==> src/cpc_pkg.sv <==
package cpc_pkg;
    // Register offsets on the plain port
    localparam logic [4:0] REG_CMD = 5'h00;
    localparam logic [4:0] REG_INSTR = 5'h04;
    localparam logic [4:0] REG_TARGET = 5'h08;
    localparam logic [4:0] REG_WP = 5'h0c;
    localparam logic [4:0] REG_PC = 5'h10;
    localparam logic [4:0] REG_ST = 5'h14;
    localparam logic [4:0] REG_STATUS = 5'h18;
    localparam logic [4:0] REG_FETCHED = 5'h1c;
    // Command codes in bits 2:0 of the command register
    localparam logic [2:0] CMD_DONE = 3'h0;
    localparam logic [2:0] CMD_SET = 3'h1;
    localparam logic [2:0] CMD_TEST = 3'h2;
    localparam logic [2:0] CMD_LINK = 3'h3;
    localparam logic [2:0] CMD_RET = 3'h4;
    localparam logic [2:0] CMD_XOP = 3'h5;
    // Status and instruction bit positions (bit n counted from the MSB sits at 15-n)
    localparam int ST_EQ_POS = 13;
    localparam int ST_XOP_POS = 9;
    localparam int INSTR_VAL_POS = 8;
    // Vector layout, byte addresses
    localparam logic [15:0] VEC_RESET = 16'h0000;
    localparam logic [15:0] VEC_XOP_BASE = 16'h0040;
    localparam logic [15:0] VEC_NMI = 16'hfffc;
    // Workspace byte offsets of registers 12 to 15
    localparam logic [15:0] WS_R12 = 16'h0018;
    localparam logic [15:0] WS_R13 = 16'h001a;
    localparam logic [15:0] WS_R14 = 16'h001c;
    localparam logic [15:0] WS_R15 = 16'h001e;
    localparam logic [15:0] WORD_STEP = 16'h0002;
    localparam logic [15:0] ST_RESET = 16'h0000;
    localparam logic [2:0] TRAP_LAST = 3'h5;
    localparam logic [2:0] RET_LAST = 3'h2;
    localparam int MAX_MEM_RUN = 3;

    typedef enum logic [2:0] {
        S_IDLE = 3'b000,
        S_SETUP = 3'b001,
        S_MEM1 = 3'b010,
        S_MEM2 = 3'b011,
        S_HOLD = 3'b100,
        S_IO_ADDR = 3'b101,
        S_IO_XFER = 3'b110
    } cpc_state_type;

    typedef enum logic [1:0] {
        SEQ_TRAP = 2'b00,
        SEQ_RET = 2'b01,
        SEQ_BIT = 2'b10
    } cpc_seq_type;

    typedef enum logic [2:0] {
        K_INT = 3'b000,
        K_RESET = 3'b001,
        K_NMI = 3'b010,
        K_LINK = 3'b011,
        K_XOP = 3'b100
    } cpc_kind_type;
endpackage : cpc_pkg

==> src/cpc_ctl.sv <==
// Notes on behaviour
// - Hold is taken at a non-memory slot; at most three memory cycles first.
// - Hold ack within setup plus (6+3W) cycles plus one.
// - In hold ack high, bus and controls float; resume on release.
// - Hold inside a bit transfer costs one re-drive address cycle.
// - Output bit: address and value, strobe in second cycle.
// - Input bit: address, sample next cycle, no strobe.
// - Memory is 16-bit words on even byte addresses, 64 KiB.
// - Vectors: 32 interrupt words, 32 extended words, trap at top.
// - Register n is a memory word at workspace pointer plus 2n.
// - Context switch uses three stores and three fetches.
// - Branch, return, extended op, interrupts, reset, trap switch context.
// - Sixteen levels, zero is reset, 1 to 15 external.
// - Level code at or below mask is taken after the instruction.
// - Load new pointer and counter, save old in R13 to R15.
// - Mask becomes level minus one; zero for level zero.
// - No recognition until the first service instruction has run.
// - Return restores pointer, counter and status from R13 to R15.
// - 4096 bit addresses on A3 to A14.
// - Set operations drive instruction bit 7 and one strobe.
// - Test copies the input bit into the equal flag.
// - Bit address is base plus signed displacement, -128 to +127.
// - Base is bits 3 to 14 of the base register.
// - Level code sampled only while request is low; zero ignored.
//
// The implementer's own choices: strobed register access and the register offsets.
`timescale 1ns/1ps
module cpc_ctl
    import cpc_pkg::*;
(
    // Clock and reset
    input wire logic sys_clk,
    input wire logic rst,
    // Register port
    input wire logic [4:0] reg_addr,
    input wire logic [15:0] reg_wdata,
    input wire logic reg_write,
    input wire logic reg_read,
    output logic [15:0] reg_rdata,
    // Memory bus
    output logic [14:0] addr_out,
    output logic addr_oe,
    input wire logic [15:0] data_in,
    output logic [15:0] data_out,
    output logic data_oe,
    output logic read_direction,
    output logic mem_cycle_n,
    output logic write_strobe_n,
    output logic bus_ctl_oe,
    input wire logic mem_ready,
    // Bus hold
    input wire logic bus_yield_request_n,
    output logic bus_yield_ack,
    // Bit I/O
    output logic serial_out_bit,
    input wire logic serial_in_bit,
    output logic io_strobe,
    // Interrupt inputs
    input wire logic int_request_n,
    input wire logic [3:0] int_level_code,
    input wire logic nmi_trap_request_n
);
    cpc_state_type state_reg, state_next, resume_reg;
    cpc_seq_type seq_reg;
    cpc_kind_type kind_reg;
    logic [2:0] step_reg;
    logic [15:0] wp_reg, pc_reg, st_reg, instr_reg, target_reg;
    logic [15:0] vec_reg, nwp_reg, npc_reg, base_reg, fetched_reg;
    logic [3:0] level_reg, int_code_reg;
    logic hold_seen_reg, int_seen_reg, nmi_prev_reg, nmi_pend_reg;
    logic reset_pend_reg, inhibit_reg, io_out_reg, cyc_write_reg;

    // Word address of a byte address
    function automatic logic [14:0] word_of(input logic [15:0] a);
        word_of = a[15:1];
    endfunction : word_of

    // Access decode for the current step
    function automatic logic [15:0] seq_addr(input cpc_seq_type s, input logic [2:0] n);
        seq_addr = wp_reg + WS_R12;
        if (s == SEQ_TRAP) begin
            case (n)
                3'h0: seq_addr = vec_reg;
                3'h1: seq_addr = vec_reg + WORD_STEP;
                3'h2: seq_addr = nwp_reg + WS_R13;
                3'h3: seq_addr = nwp_reg + WS_R14;
                3'h4: seq_addr = nwp_reg + WS_R15;
                default: seq_addr = npc_reg;
            endcase
        end else if (s == SEQ_RET) begin
            case (n)
                3'h0: seq_addr = wp_reg + WS_R13;
                3'h1: seq_addr = wp_reg + WS_R14;
                default: seq_addr = wp_reg + WS_R15;
            endcase
        end
    endfunction : seq_addr

    // Command and interrupt decode
    wire idle = state_reg == S_IDLE;
    wire cmd_wr = reg_write && reg_addr == REG_CMD && idle && !reset_pend_reg;
    wire [2:0] cmd_op = reg_wdata[2:0];
    wire boundary = cmd_wr && cmd_op == CMD_DONE;
    wire int_ok = int_seen_reg && int_code_reg != 4'h0 && int_code_reg <= st_reg[3:0];
    wire take_rst = idle && reset_pend_reg;
    wire take_nmi = boundary && !inhibit_reg && nmi_pend_reg;
    wire take_int = boundary && !inhibit_reg && !nmi_pend_reg && int_ok;
    wire start_bit = cmd_wr && (cmd_op == CMD_SET || cmd_op == CMD_TEST);
    wire start_link = cmd_wr && cmd_op == CMD_LINK;
    wire start_xop = cmd_wr && cmd_op == CMD_XOP;
    wire start_ret = cmd_wr && cmd_op == CMD_RET;
    wire start_trap = take_rst || take_nmi || take_int || start_link || start_xop;
    wire start_any = start_trap || start_bit || start_ret;
    wire [15:0] xop_vec = VEC_XOP_BASE + {10'h000, reg_wdata[7:4], 2'b00};
    wire [15:0] int_vec = {10'h000, int_code_reg, 2'b00};
    wire [15:0] vec_pick = take_rst ? VEC_RESET : take_nmi ? VEC_NMI :
        take_int ? int_vec : start_link ? target_reg : xop_vec;

    // Memory step decode
    wire [15:0] acc_addr = seq_addr(seq_reg, step_reg);
    wire acc_write = seq_reg == SEQ_TRAP && step_reg >= 3'h2 && step_reg <= 3'h4;
    wire [15:0] acc_wdata = step_reg == 3'h2 ? wp_reg : step_reg == 3'h3 ? pc_reg : st_reg;
    wire mem_done = state_reg == S_MEM2 && mem_ready;
    wire last_step = seq_reg == SEQ_BIT || (seq_reg == SEQ_TRAP && step_reg == TRAP_LAST) ||
        (seq_reg == SEQ_RET && step_reg == RET_LAST);
    wire trap_done = mem_done && seq_reg == SEQ_TRAP && step_reg == TRAP_LAST;
    wire ret_done = mem_done && seq_reg == SEQ_RET && step_reg == RET_LAST;

    // Bit address: base bits 3..14 plus signed displacement
    wire [15:0] base_src = state_reg == S_MEM2 ? data_in : base_reg;
    wire [11:0] io_addr = base_src[12:1] + {{4{instr_reg[7]}}, instr_reg[7:0]};

    // Sequencer next state
    always_comb begin
        state_next = state_reg;
        case (state_reg)
            S_IDLE: begin
                if (start_any) begin
                    state_next = S_SETUP;
                end else if (hold_seen_reg) begin
                    state_next = S_HOLD;
                end
            end
            S_SETUP: state_next = hold_seen_reg ? S_HOLD : S_MEM1;
            S_MEM1: state_next = S_MEM2;
            S_MEM2: begin
                if (mem_ready) begin
                    state_next = !last_step ? S_SETUP : seq_reg == SEQ_BIT ? S_IO_ADDR : S_IDLE;
                end
            end
            S_HOLD: state_next = hold_seen_reg ? S_HOLD : resume_reg;
            S_IO_ADDR: state_next = hold_seen_reg ? S_HOLD : S_IO_XFER;
            S_IO_XFER: state_next = S_IDLE;
            default: state_next = S_IDLE;
        endcase
    end

    // Sequencer and context registers
    always_ff @(posedge sys_clk or posedge rst) begin
        if (rst) begin
            state_reg <= S_IDLE;
            resume_reg <= S_IDLE;
            seq_reg <= SEQ_TRAP;
            kind_reg <= K_RESET;
            step_reg <= 3'h0;
            vec_reg <= 16'h0000;
            level_reg <= 4'h0;
            io_out_reg <= 1'b0;
            cyc_write_reg <= 1'b0;
        end else begin
            state_reg <= state_next;
            if (state_next == S_HOLD && state_reg != S_HOLD) begin
                resume_reg <= state_reg;
            end
            if (state_reg == S_SETUP && state_next == S_MEM1) begin
                cyc_write_reg <= acc_write;
            end
            if (idle && start_any) begin
                seq_reg <= start_trap ? SEQ_TRAP : start_ret ? SEQ_RET : SEQ_BIT;
                kind_reg <= take_rst ? K_RESET : take_nmi ? K_NMI : take_int ? K_INT :
                    start_link ? K_LINK : K_XOP;
                step_reg <= 3'h0;
                vec_reg <= vec_pick;
                level_reg <= take_int ? int_code_reg : 4'h0;
                io_out_reg <= cmd_op == CMD_SET;
            end else if (mem_done && !last_step) begin
                step_reg <= step_reg + 3'h1;
            end
        end
    end

    // Architectural state and captured words
    always_ff @(posedge sys_clk or posedge rst) begin
        if (rst) begin
            wp_reg <= 16'h0000;
            pc_reg <= 16'h0000;
            st_reg <= ST_RESET;
            instr_reg <= 16'h0000;
            target_reg <= 16'h0000;
            nwp_reg <= 16'h0000;
            npc_reg <= 16'h0000;
            base_reg <= 16'h0000;
            fetched_reg <= 16'h0000;
            inhibit_reg <= 1'b0;
        end else begin
            if (idle && reg_write && reg_addr == REG_WP) wp_reg <= reg_wdata;
            if (idle && reg_write && reg_addr == REG_PC) pc_reg <= reg_wdata;
            if (idle && reg_write && reg_addr == REG_ST) st_reg <= reg_wdata;
            if (idle && reg_write && reg_addr == REG_INSTR) instr_reg <= reg_wdata;
            if (idle && reg_write && reg_addr == REG_TARGET) target_reg <= reg_wdata;
            if (boundary && inhibit_reg) inhibit_reg <= 1'b0;
            if (mem_done && step_reg == 3'h0 && seq_reg != SEQ_BIT) nwp_reg <= data_in;
            if (mem_done && step_reg == 3'h1) npc_reg <= data_in;
            if (mem_done && seq_reg == SEQ_BIT) base_reg <= data_in;
            if (trap_done) begin
                fetched_reg <= data_in;
                wp_reg <= nwp_reg;
                pc_reg <= npc_reg + WORD_STEP;
                inhibit_reg <= kind_reg == K_INT || kind_reg == K_RESET;
                if (kind_reg == K_RESET) begin
                    st_reg <= ST_RESET;
                end else if (kind_reg == K_INT) begin
                    st_reg[3:0] <= level_reg - 4'h1;
                end else if (kind_reg == K_XOP) begin
                    st_reg[ST_XOP_POS] <= 1'b1;
                end
            end
            if (ret_done) begin
                wp_reg <= nwp_reg;
                pc_reg <= npc_reg;
                st_reg <= data_in;
            end
            if (state_reg == S_IO_XFER && !io_out_reg) begin
                st_reg[ST_EQ_POS] <= serial_in_bit;
            end
        end
    end

    // Input capture and pending events; a new trap edge wins over its clear
    always_ff @(posedge sys_clk or posedge rst) begin
        if (rst) begin
            hold_seen_reg <= 1'b0;
            int_seen_reg <= 1'b0;
            int_code_reg <= 4'h0;
            nmi_prev_reg <= 1'b1;
            nmi_pend_reg <= 1'b0;
            reset_pend_reg <= 1'b1;
        end else begin
            hold_seen_reg <= !bus_yield_request_n;
            int_seen_reg <= !int_request_n;
            if (!int_request_n) int_code_reg <= int_level_code;
            nmi_prev_reg <= nmi_trap_request_n;
            nmi_pend_reg <= (nmi_prev_reg && !nmi_trap_request_n) || (nmi_pend_reg && !take_nmi);
            if (take_rst) reset_pend_reg <= 1'b0;
        end
    end

    // Pin values for the coming cycle
    wire mem_next = state_next == S_MEM1 || state_next == S_MEM2;
    wire load_cyc = state_reg == S_SETUP && state_next == S_MEM1;
    wire cur_write = load_cyc ? acc_write : cyc_write_reg;
    wire oe_next = state_next != S_HOLD;
    wire [14:0] addr_next = load_cyc ? word_of(acc_addr) :
        state_next == S_IO_ADDR ? {3'h0, io_addr} : addr_out;
    wire [15:0] rd_mux = reg_addr == REG_WP ? wp_reg : reg_addr == REG_PC ? pc_reg :
        reg_addr == REG_ST ? st_reg : reg_addr == REG_INSTR ? instr_reg :
        reg_addr == REG_TARGET ? target_reg : reg_addr == REG_FETCHED ? fetched_reg :
        reg_addr == REG_STATUS ? {9'h000, !idle, nmi_pend_reg, inhibit_reg, int_code_reg} : 16'h0000;

    // Output flip-flops
    always_ff @(posedge sys_clk or posedge rst) begin
        if (rst) begin
            reg_rdata <= 16'h0000;
            addr_out <= 15'h0000;
            addr_oe <= 1'b1;
            data_out <= 16'h0000;
            data_oe <= 1'b0;
            read_direction <= 1'b0;
            mem_cycle_n <= 1'b1;
            write_strobe_n <= 1'b1;
            bus_ctl_oe <= 1'b1;
            bus_yield_ack <= 1'b0;
            serial_out_bit <= 1'b0;
            io_strobe <= 1'b0;
        end else begin
            reg_rdata <= reg_read ? rd_mux : 16'h0000;
            addr_out <= addr_next;
            addr_oe <= oe_next;
            if (load_cyc) data_out <= acc_wdata;
            data_oe <= mem_next && cur_write;
            read_direction <= mem_next && !cur_write;
            mem_cycle_n <= !mem_next;
            write_strobe_n <= !(mem_next && cur_write);
            bus_ctl_oe <= oe_next;
            bus_yield_ack <= state_next == S_HOLD;
            if (state_next == S_IO_ADDR) serial_out_bit <= instr_reg[INSTR_VAL_POS];
            io_strobe <= state_next == S_IO_XFER && io_out_reg;
        end
    end

    // Helper counts of memory cycles inside a trap sequence
    logic [2:0] st_cnt_reg, fe_cnt_reg;
    always_ff @(posedge sys_clk or posedge rst) begin
        if (rst) begin
            st_cnt_reg <= 3'h0;
            fe_cnt_reg <= 3'h0;
        end else if (idle) begin
            st_cnt_reg <= 3'h0;
            fe_cnt_reg <= 3'h0;
        end else if (mem_done && seq_reg == SEQ_TRAP) begin
            if (cyc_write_reg) st_cnt_reg <= st_cnt_reg + 3'h1;
            else fe_cnt_reg <= fe_cnt_reg + 3'h1;
        end
    end

    // Non-wait cycles that a hold request has waited for its acknowledge
    logic [3:0] yield_wait_reg;
    always_ff @(posedge sys_clk or posedge rst) begin
        if (rst) yield_wait_reg <= 4'h0;
        else if (bus_yield_request_n || bus_yield_ack) yield_wait_reg <= 4'h0;
        else if (!(state_reg == S_MEM2 && !mem_ready)) yield_wait_reg <= yield_wait_reg + 4'h1;
    end
endmodule : cpc_ctl

==> config.mk <==
export PLATFORM = sky130hd
export DESIGN_NAME = cpc_ctl
export DESIGN_NICKNAME = d
export VERILOG_FILES = /design/src/cpc_pkg.sv /design/src/cpc_ctl.sv
export SDC_FILE = /design/constraint.sdc
export NUM_CORES = 1
export LEC_CHECK = 0
export ABC_AREA = 1
export BUFFER_PORTS_ARGS = -buffer_cell sky130_fd_sc_hd__buf_2
export CAP_MARGIN = 5
export CORE_AREA = 4 4 216 197
export DETAILED_ROUTE_END_ITERATION = 8
export DIE_AREA = 0 0 220 201
export GPL_TIMING_DRIVEN = 0
export MAX_ROUTING_LAYER = met4
export PLACE_DENSITY_LB_ADDON = 0.1
export SETUP_SLACK_MARGIN = 0.02
export SLEW_MARGIN = 30
export SYNTH_ARGS = -nofsm -noshare
export SYNTH_HDL_FRONTEND = slang
export SYNTH_SLANG_ARGS = --single-unit
export TNS_END_PERCENT = 5
==> constraint.sdc <==
create_clock -name sys_clk -period 9.5 [get_ports sys_clk]
set_clock_uncertainty 0.05 [all_clocks]
set_input_delay 0.475 -clock sys_clk [delete_from_list [all_inputs] [get_ports sys_clk]]
set_output_delay 0.475 -clock sys_clk [all_outputs]
set_load 0.005 [all_outputs]
==> results of run 1 <==
cells by family after synthesis:
logic type                 count (synthesis)
and+or+nand+nor                          756
AOI/OAI and AO/OA                        492
buffers and inverters                    309
DFF                                      240
adders and majority gates                 31
xor gates and xnor gates                  16
muxes                                      1
worst max path at each step:
stage               slack (ns)         start  depth (start not counted)          end
floorplan                 2.40           rst                          1  addr_out[0]
global placement         -0.87           rst                          2  addr_out[4]
detailed placement        5.67  state_reg[0]                         18  addr_out[8]
CTS                       5.64  state_reg[0]                         18  addr_out[8]
global route              5.30  state_reg[0]                         18  addr_out[8]
finish                    5.63  state_reg[0]                         18  addr_out[8]
layout make-up:
| cell class | count | share of cell area (%) |
|---|---|---|
| repair buffers | 109 | 3.87 |
| clock buffers | 41 | 5.00 |
| multi-input cells | 1296 | 41.5 |
| plain buffers | 76 | 2.00 |
| well taps | 540 | 4.17 |
| inverters | 233 | 5.44 |
| clock inverters | 12 | 0.895 |
| flip-flops and latches | 240 | 37.1 |
where the power goes:
group          switching, mW  leakage [nW]  total, mW  internal (mW)
logic                   1.10          4.19       1.63          0.529
registers              0.293          2.95       1.60           1.30
clock network          0.474         0.462       1.13          0.653
total                   1.87          7.60       4.36           2.49
critical path, cell delays in order (launching register included):
cell      delay, ns
dfrtp_1        0.46
inv_2          0.11
nor3_4         0.53
clkbuf_1       0.44
o21ai_0        0.25
ha_1           0.26
fa_1           0.46
nand3_1        0.13
nand2_1        0.06
nand2_1        0.09
nand2_1        0.05
a21oi_1        0.15
nor2_1         0.07
o21ai_0        0.25
nand3_1        0.11
nand3_1        0.10
nand2_1        0.06
nand2_1        0.06
nand2_1        0.04
metal layers:
| metal | track usage (%) | up-vias | share of wire (%) |
|---|---|---|---|
| li1 | - | 6517 | - |
| met1 | 41.7 | 6748 | 47 |
| met2 | 38.4 | 585 | 41 |
| met3 | 4.72 | 70 | 8.4 |
| met4 | 7.27 | 0 | 3.1 |
| met5 | - | - | 0 |
synthesized netlist by cell type, types with 8 or more instances:
cell type    n  area share, %
nor2_1     126            3.4
inv_1      215            5.8
nand4_1     23            1.0
a21oi_1     94            3.4
nand2_1    420             11
clkbuf_1    57            1.5
o211ai_1    38            2.0
o22ai_1     29            1.3
o21ai_0    252            9.0
nand3_1    118            4.2
a211oi_1     9           0.48
nor3_1      27           0.97
xor2_1      10           0.63
buf_2       10           0.36
nor2_4       8           0.65
o221ai_1    18            1.1
inv_2       11           0.30
a31oi_1     19           0.85
dfrtp_1    234             42
ha_1        28            2.5
==> impl_metrics.tcl, run 1 <==
set metrics [dict create \
    htreeDepth 1 \
    fin_ws_ns 5.63 \
    tns_ns 0 \
    dp_cells 2491 \
    fin_area_um2 16200 \
    antenna_cells 0 \
    io_buffers 103 \
    multiInputGateArea_um2 6730 \
    required_ns 9.92 \
    syn_area_um2 13900 \
    clock_latency_ns 0.59 \
    core_area_um2 40300 \
    min_path_type "in2reg" \
    drive_gt1_share_pct 11.1 \
    synth_mux_area_share_pct 0.0808 \
    netlist_instances 1845 \
    synth_top_family_by_area "simple AND/OR/NAND/NOR gates" \
    maxClockFrequency_mhz 258 \
    status "complete, no violations" \
    final_cell_mix "nand2_1 (420), o21ai_0 (252), dfrtp_1 (234), inv_1 (214), nor2_1 (126)" \
    hold_depth 2 \
    maxSlewHeadroom_pct 43.2 \
    dieArea_um2 44200 \
    post-cts-setup-buffers 0 \
    whs_ns 0.0429 \
    ctsResizeCount 0 \
    synth_fa_ha_area_share_pct 2.94 \
    critPathMaxFanout 10 \
    r2r-start "state_reg[0]" \
    fin_util_pct 40.2 \
    rsz0062_at_grt "no" \
    initial_core_util_pct 34.6 \
    cap_violations 0 \
    gp_congestion 1.01 \
    cts_tree "done" \
    fillers 4336 \
    worstHoldEndpoint "int_seen_reg" \
    pin_count 106 \
    hold_buffers 3 \
    pre_cts_slack_ns 5.67 \
    cts_buffer_depth 3 \
    chipWidth_um 220 \
    clk_pin_slew_worst_paths_ns 0.06 \
    period_share_pct 40.8 \
    num_vias 13920 \
    area_delta_synth_final_pct 16.3 \
    hp-start "int_request_n" \
    synth_compound_area_share_pct 20.3 \
    slew_violations 0 \
    grt_pass1_vias 13111 \
    grt_usage_pct 27.7 \
    startpoint_type "register" \
    power_per_cell_area_nw_per_um2 269 \
    wire_per_inst_um 23.8 \
    ir_worst_vdd_uv 147 \
    final_common_cell "nand2_1" \
    ys_ff_latch 240 \
    ys_warn_count 0 \
    worst_slew_pin_slew_ns 0.844 \
    root_buffer "clkbuf_16" \
    ys_seq_area_share_pct 43.1 \
    place_area_um2 15200 \
    syn_avg_cell_area_um2 7.56 \
    syn_nets 1926 \
    grt_max_degree 81 \
    drc 0 \
    yosys.area_share.simple_pct 24.0 \
    dr.pass1.iters 6 \
    p_leak_nw 7.60 \
    grt_overflow_total 0 \
    synth-xor-area-share_pct 1.01 \
    cts_sinks 240 \
    drt_iter0_markers 1603 \
    ys_async_sr_fraction_pct 100 \
    via_per_inst 5.47 \
    hold_viol 0 \
    postRouteAntennaNets 0 \
    dp_hpwl_mm 48.3 \
    fin_cells 2547 \
    rr_worst_depth 18 \
    drt_wl_total_mm 60.5 \
    path_class "reg2reg" \
    grt_pass1_wl_mm 88.8 \
    die_y_um 201 \
    min_period_ns 3.87 \
    nets 2066 \
    antenna_found_initial 0 \
    r2r-end "addr_out[8]" \
    synth_top_flop_cell "dfrtp_1" \
    setup_viol 0 \
    synth_cell_type_count 54 \
    cts_made_buffers 29 \
    r2r_setup_slack_ns 5.63 \
    cp_data_arrival_time_ns 4.30 \
    ff_latch_area_um2 6010 \
    p_total_mw 4.36 \
    synth_edf_count 0 \
    core.rowCount 70 \
    endpoint_kind "register" \
]
(Power assumes the default switching activity.)
==> run 2, diff against run 1 <==
--- a/config.mk
+++ b/config.mk
@@ -5,12 +5,12 @@
 export SDC_FILE = /design/constraint.sdc
 export NUM_CORES = 1
 export LEC_CHECK = 0
-export ABC_AREA = 1
+export ABC_AREA = 0
 export BUFFER_PORTS_ARGS = -buffer_cell sky130_fd_sc_hd__buf_2
 export CAP_MARGIN = 5
-export CORE_AREA = 4 4 216 197
+export CORE_AREA = 4 4 212 194
 export DETAILED_ROUTE_END_ITERATION = 8
-export DIE_AREA = 0 0 220 201
+export DIE_AREA = 0 0 216 198
 export GPL_TIMING_DRIVEN = 0
 export MAX_ROUTING_LAYER = met4
 export PLACE_DENSITY_LB_ADDON = 0.1
==> constraint.sdc (replaced) <==
create_clock -name sys_clk -period 3.35 [get_ports sys_clk]
set_clock_uncertainty 0.05 [all_clocks]
set_input_delay 0.1675 -clock sys_clk [delete_from_list [all_inputs] [get_ports sys_clk]]
set_output_delay 0.1675 -clock sys_clk [all_outputs]
set_load 0.005 [all_outputs]
==> run 2 against run 1 <==
  * Worst setup slack got worse by 5.6 ns
  * Flip-flop and latch count did not move
  * Area after synthesis fell by 3.5%
  * Non-clock buffer count rose by 67
  * Highest routed layer unchanged
  * Clock-buffer cell count rose by 3
  * Cell count fell by 16%
  * Maximum frequency rose by 18%
  * Routed wire length fell by 11%
  * Register-to-register slack got worse by 5.6 ns
  * Via count fell by 13%
  * Critical path depth fell by 8
  * Combinational power rose by 110%
==> impl_metrics.tcl, run 2 <==
set metrics [dict create \
    hold_depth 4 \
    initial_core_util_pct 34.6 \
    dr.pass1.iters 6 \
    slew_violations 0 \
    r2r-start "step_reg[0]" \
    drt-met1-wl_mm 24.8 \
    pin_count 106 \
    rsz0062_at_grt "yes" \
    postRouteAntennaNets 0 \
    grt_pass1_wl_mm 79.3 \
    fin_ws_ns 0.0559 \
    fillers 3945 \
    startpoint_type "register" \
    drive_gt1_share_pct 20.2 \
    period_share_pct 98.3 \
    hp-start "mem_ready" \
    via_per_inst 5.67 \
    synth_top_area_share_pct 43.5 \
    ff_latch_area_um2 6010 \
    dp_hpwl_mm 42.0 \
    syn_area_um2 13500 \
    endpoint_kind "register" \
    clock_latency_ns 0.57 \
    path_class "reg2reg" \
    cp_data_arrival_time_ns 3.67 \
    grt_max_degree 28 \
    syn_nets 1468 \
    synth_edf_count 0 \
    synth_top_flop_cell "dfrtp_1" \
    min_period_ns 3.29 \
    required_ns 3.73 \
    htreeDepth 1 \
    critPathMaxFanout 10 \
    netlist_instances 1387 \
    r2r_setup_slack_ns 0.06 \
    drt_wl_total_mm 53.7 \
    root_buffer "clkbuf_16" \
    pre_cts_slack_ns -0.894 \
    grt_usage_pct 25.3 \
    dieArea_um2 42800 \
    maxSlewHeadroom_pct 34.3 \
    dp_cells 2034 \
    drt_iter0_markers 1029 \
    gp_congestion 0.960 \
    num_vias 12108 \
    syn_avg_cell_area_um2 9.70 \
    p_total_mw 10.7 \
    nets 1661 \
    synth_cell_type_count 78 \
    fin_cells 2135 \
    cts_made_buffers 29 \
    maxClockFrequency_mhz 304 \
    ys_warn_count 0 \
    area_delta_synth_final_pct 22.0 \
    ir_worst_vdd_uv 414 \
    ys_async_sr_fraction_pct 100 \
    hold_viol 0 \
    drc 0 \
    status "complete, no violations" \
    grt_overflow_total 0 \
    worst_slew_pin_slew_ns 0.976 \
    r2r-end "addr_out[4]" \
    whs_ns 0.0880 \
    cap_violations 0 \
    yosysMostFrequentCell "dfrtp_1" \
    routed.top_layer "met4" \
    synthTopCellsByArea "dfrtp_1 (44%), mux2_2 (7.6%), nand2_1 (4.8%), mux2i_1 (4.1%), o21ai_0 (4.0%)" \
    die_y_um 198 \
    antenna_found_initial 1 \
    startpoint "step_reg[0]" \
    synth_largest_area_cell "dfrtp_1" \
    final_common_cell "dfrtp_1" \
    chipWidth_um 216 \
    ys_seq_area_share_pct 44.7 \
    final_cell_mix "dfrtp_1 (234), nand2_1 (171), buf_2 (116), o21ai_0 (103), mux2_2 (91)" \
    fin_util_pct 42.2 \
    cts_sinks 240 \
    p_leak_nw 7.44 \
    min_path_type "in2reg" \
    multiInputGateArea_um2 7110 \
    power_per_cell_area_nw_per_um2 655 \
    worstHoldEndpoint "state_reg[0]" \
    io_buffers 105 \
    clk_pin_slew_worst_paths_ns 0.06 \
    grt_pass1_vias 11777 \
    rr_worst_depth 10 \
    cts_tree "done" \
    setup_viol 0 \
    core.rowCount 69 \
    routed-wl-met3_mm 2.75 \
    ys_ff_latch 240 \
    core_area_um2 38900 \
    dr_wl_met2_mm 24.8 \
    wire_per_inst_um 25.1 \
    ys_top_cells_by_count "dfrtp_1 (234), nand2_1 (172), o21ai_0 (107)" \
    cts_buffer_depth 3 \
]
-- run 2: stage by stage --
step	setup TNS, ns	cell area [µm²]
4_1_cts	-0.0948	16300
2_1_floorplan	-2.44	13500
6_report	0	16400
3_3_place_gp	-419.21	14700
3_5_place_dp	-5.17	14900
5_1_grt	-0.0814	16400
-- run 2: cell type report --
cell class | count | share of cell area (%)
inverter | 34 | 0.808
antenna | 1 | 0.0152
clock buffer | 44 | 5.07
buffer | 90 | 2.31
tap | 532 | 4.05
multi-input combinational | 1023 | 43.3
sequential | 240 | 36.6
timing repair buffer | 162 | 7.18
clock inverter | 9 | 0.640
-- run 2: how the worst max path moves through the flow --
stage | to | slack (ns) | depth (start not counted)
finish | addr_out[4] | 0.06 | 10
global route | addr_out[10] | -0.04 | 13
global placement | reg_rdata[2] | -1.77 | 2
CTS | addr_out[10] | -0.09 | 13
floorplan | addr_out[0] | -0.01 | 1
detailed placement | addr_out[10] | -0.89 | 13
-- run 2: power by group --
group / leakage, nW / internal [mW] / switching [mW] / total, mW
sequential: 3.20 / 3.51 / 0.716 / 4.23
clock: 0.458 / 1.86 / 1.30 / 3.15
combinational: 3.78 / 1.32 / 2.05 / 3.37
total: 7.44 / 6.69 / 4.06 / 10.7
-- run 2: critical path, cell delays in order, from the launching register on --
cell and delay, ns:
dfrtp_1 0.47, inv_1 0.10, ha_1 0.22, nor2b_1 0.13, clkbuf_2 0.29, nor2_1 0.68
o22a_1 0.35, o221ai_1 0.16, a221o_1 0.27, o21ai_0 0.29, o221ai_1 0.16
-- run 2: cells by family (layout without fill, tap and decap cells) --
group / after synthesis / in the layout / synth area share [%]
DFF: 240 / 240 / 44.7
other: 0 / 1 / 0
buffers and inverters: 124 / 339 / 3.59
and+or+nand+nor: 420 / 420 / 15.0
AOI/OAI and AO/OA: 375 / 375 / 18.6
muxes: 147 / 147 / 11.8
adders and majority gates: 31 / 31 / 3.05
xor gates and xnor gates: 50 / 50 / 3.25
-- run 2: repair_timing --
action,CTS,global route
pin swaps,0,4
setup endpoints to repair,18,33
hold buffers,42,0
gates resized for setup,15,21
endpoints found under the hold margin,220,0
buffers inserted,0,5
-- run 2: metal layers --
metal,GRT usage (%),vias to the layer above
met5,-,-
met2,40.2,388
li1,-,5484
met4,5.48,0
met1,35.0,6178
met3,3.11,58
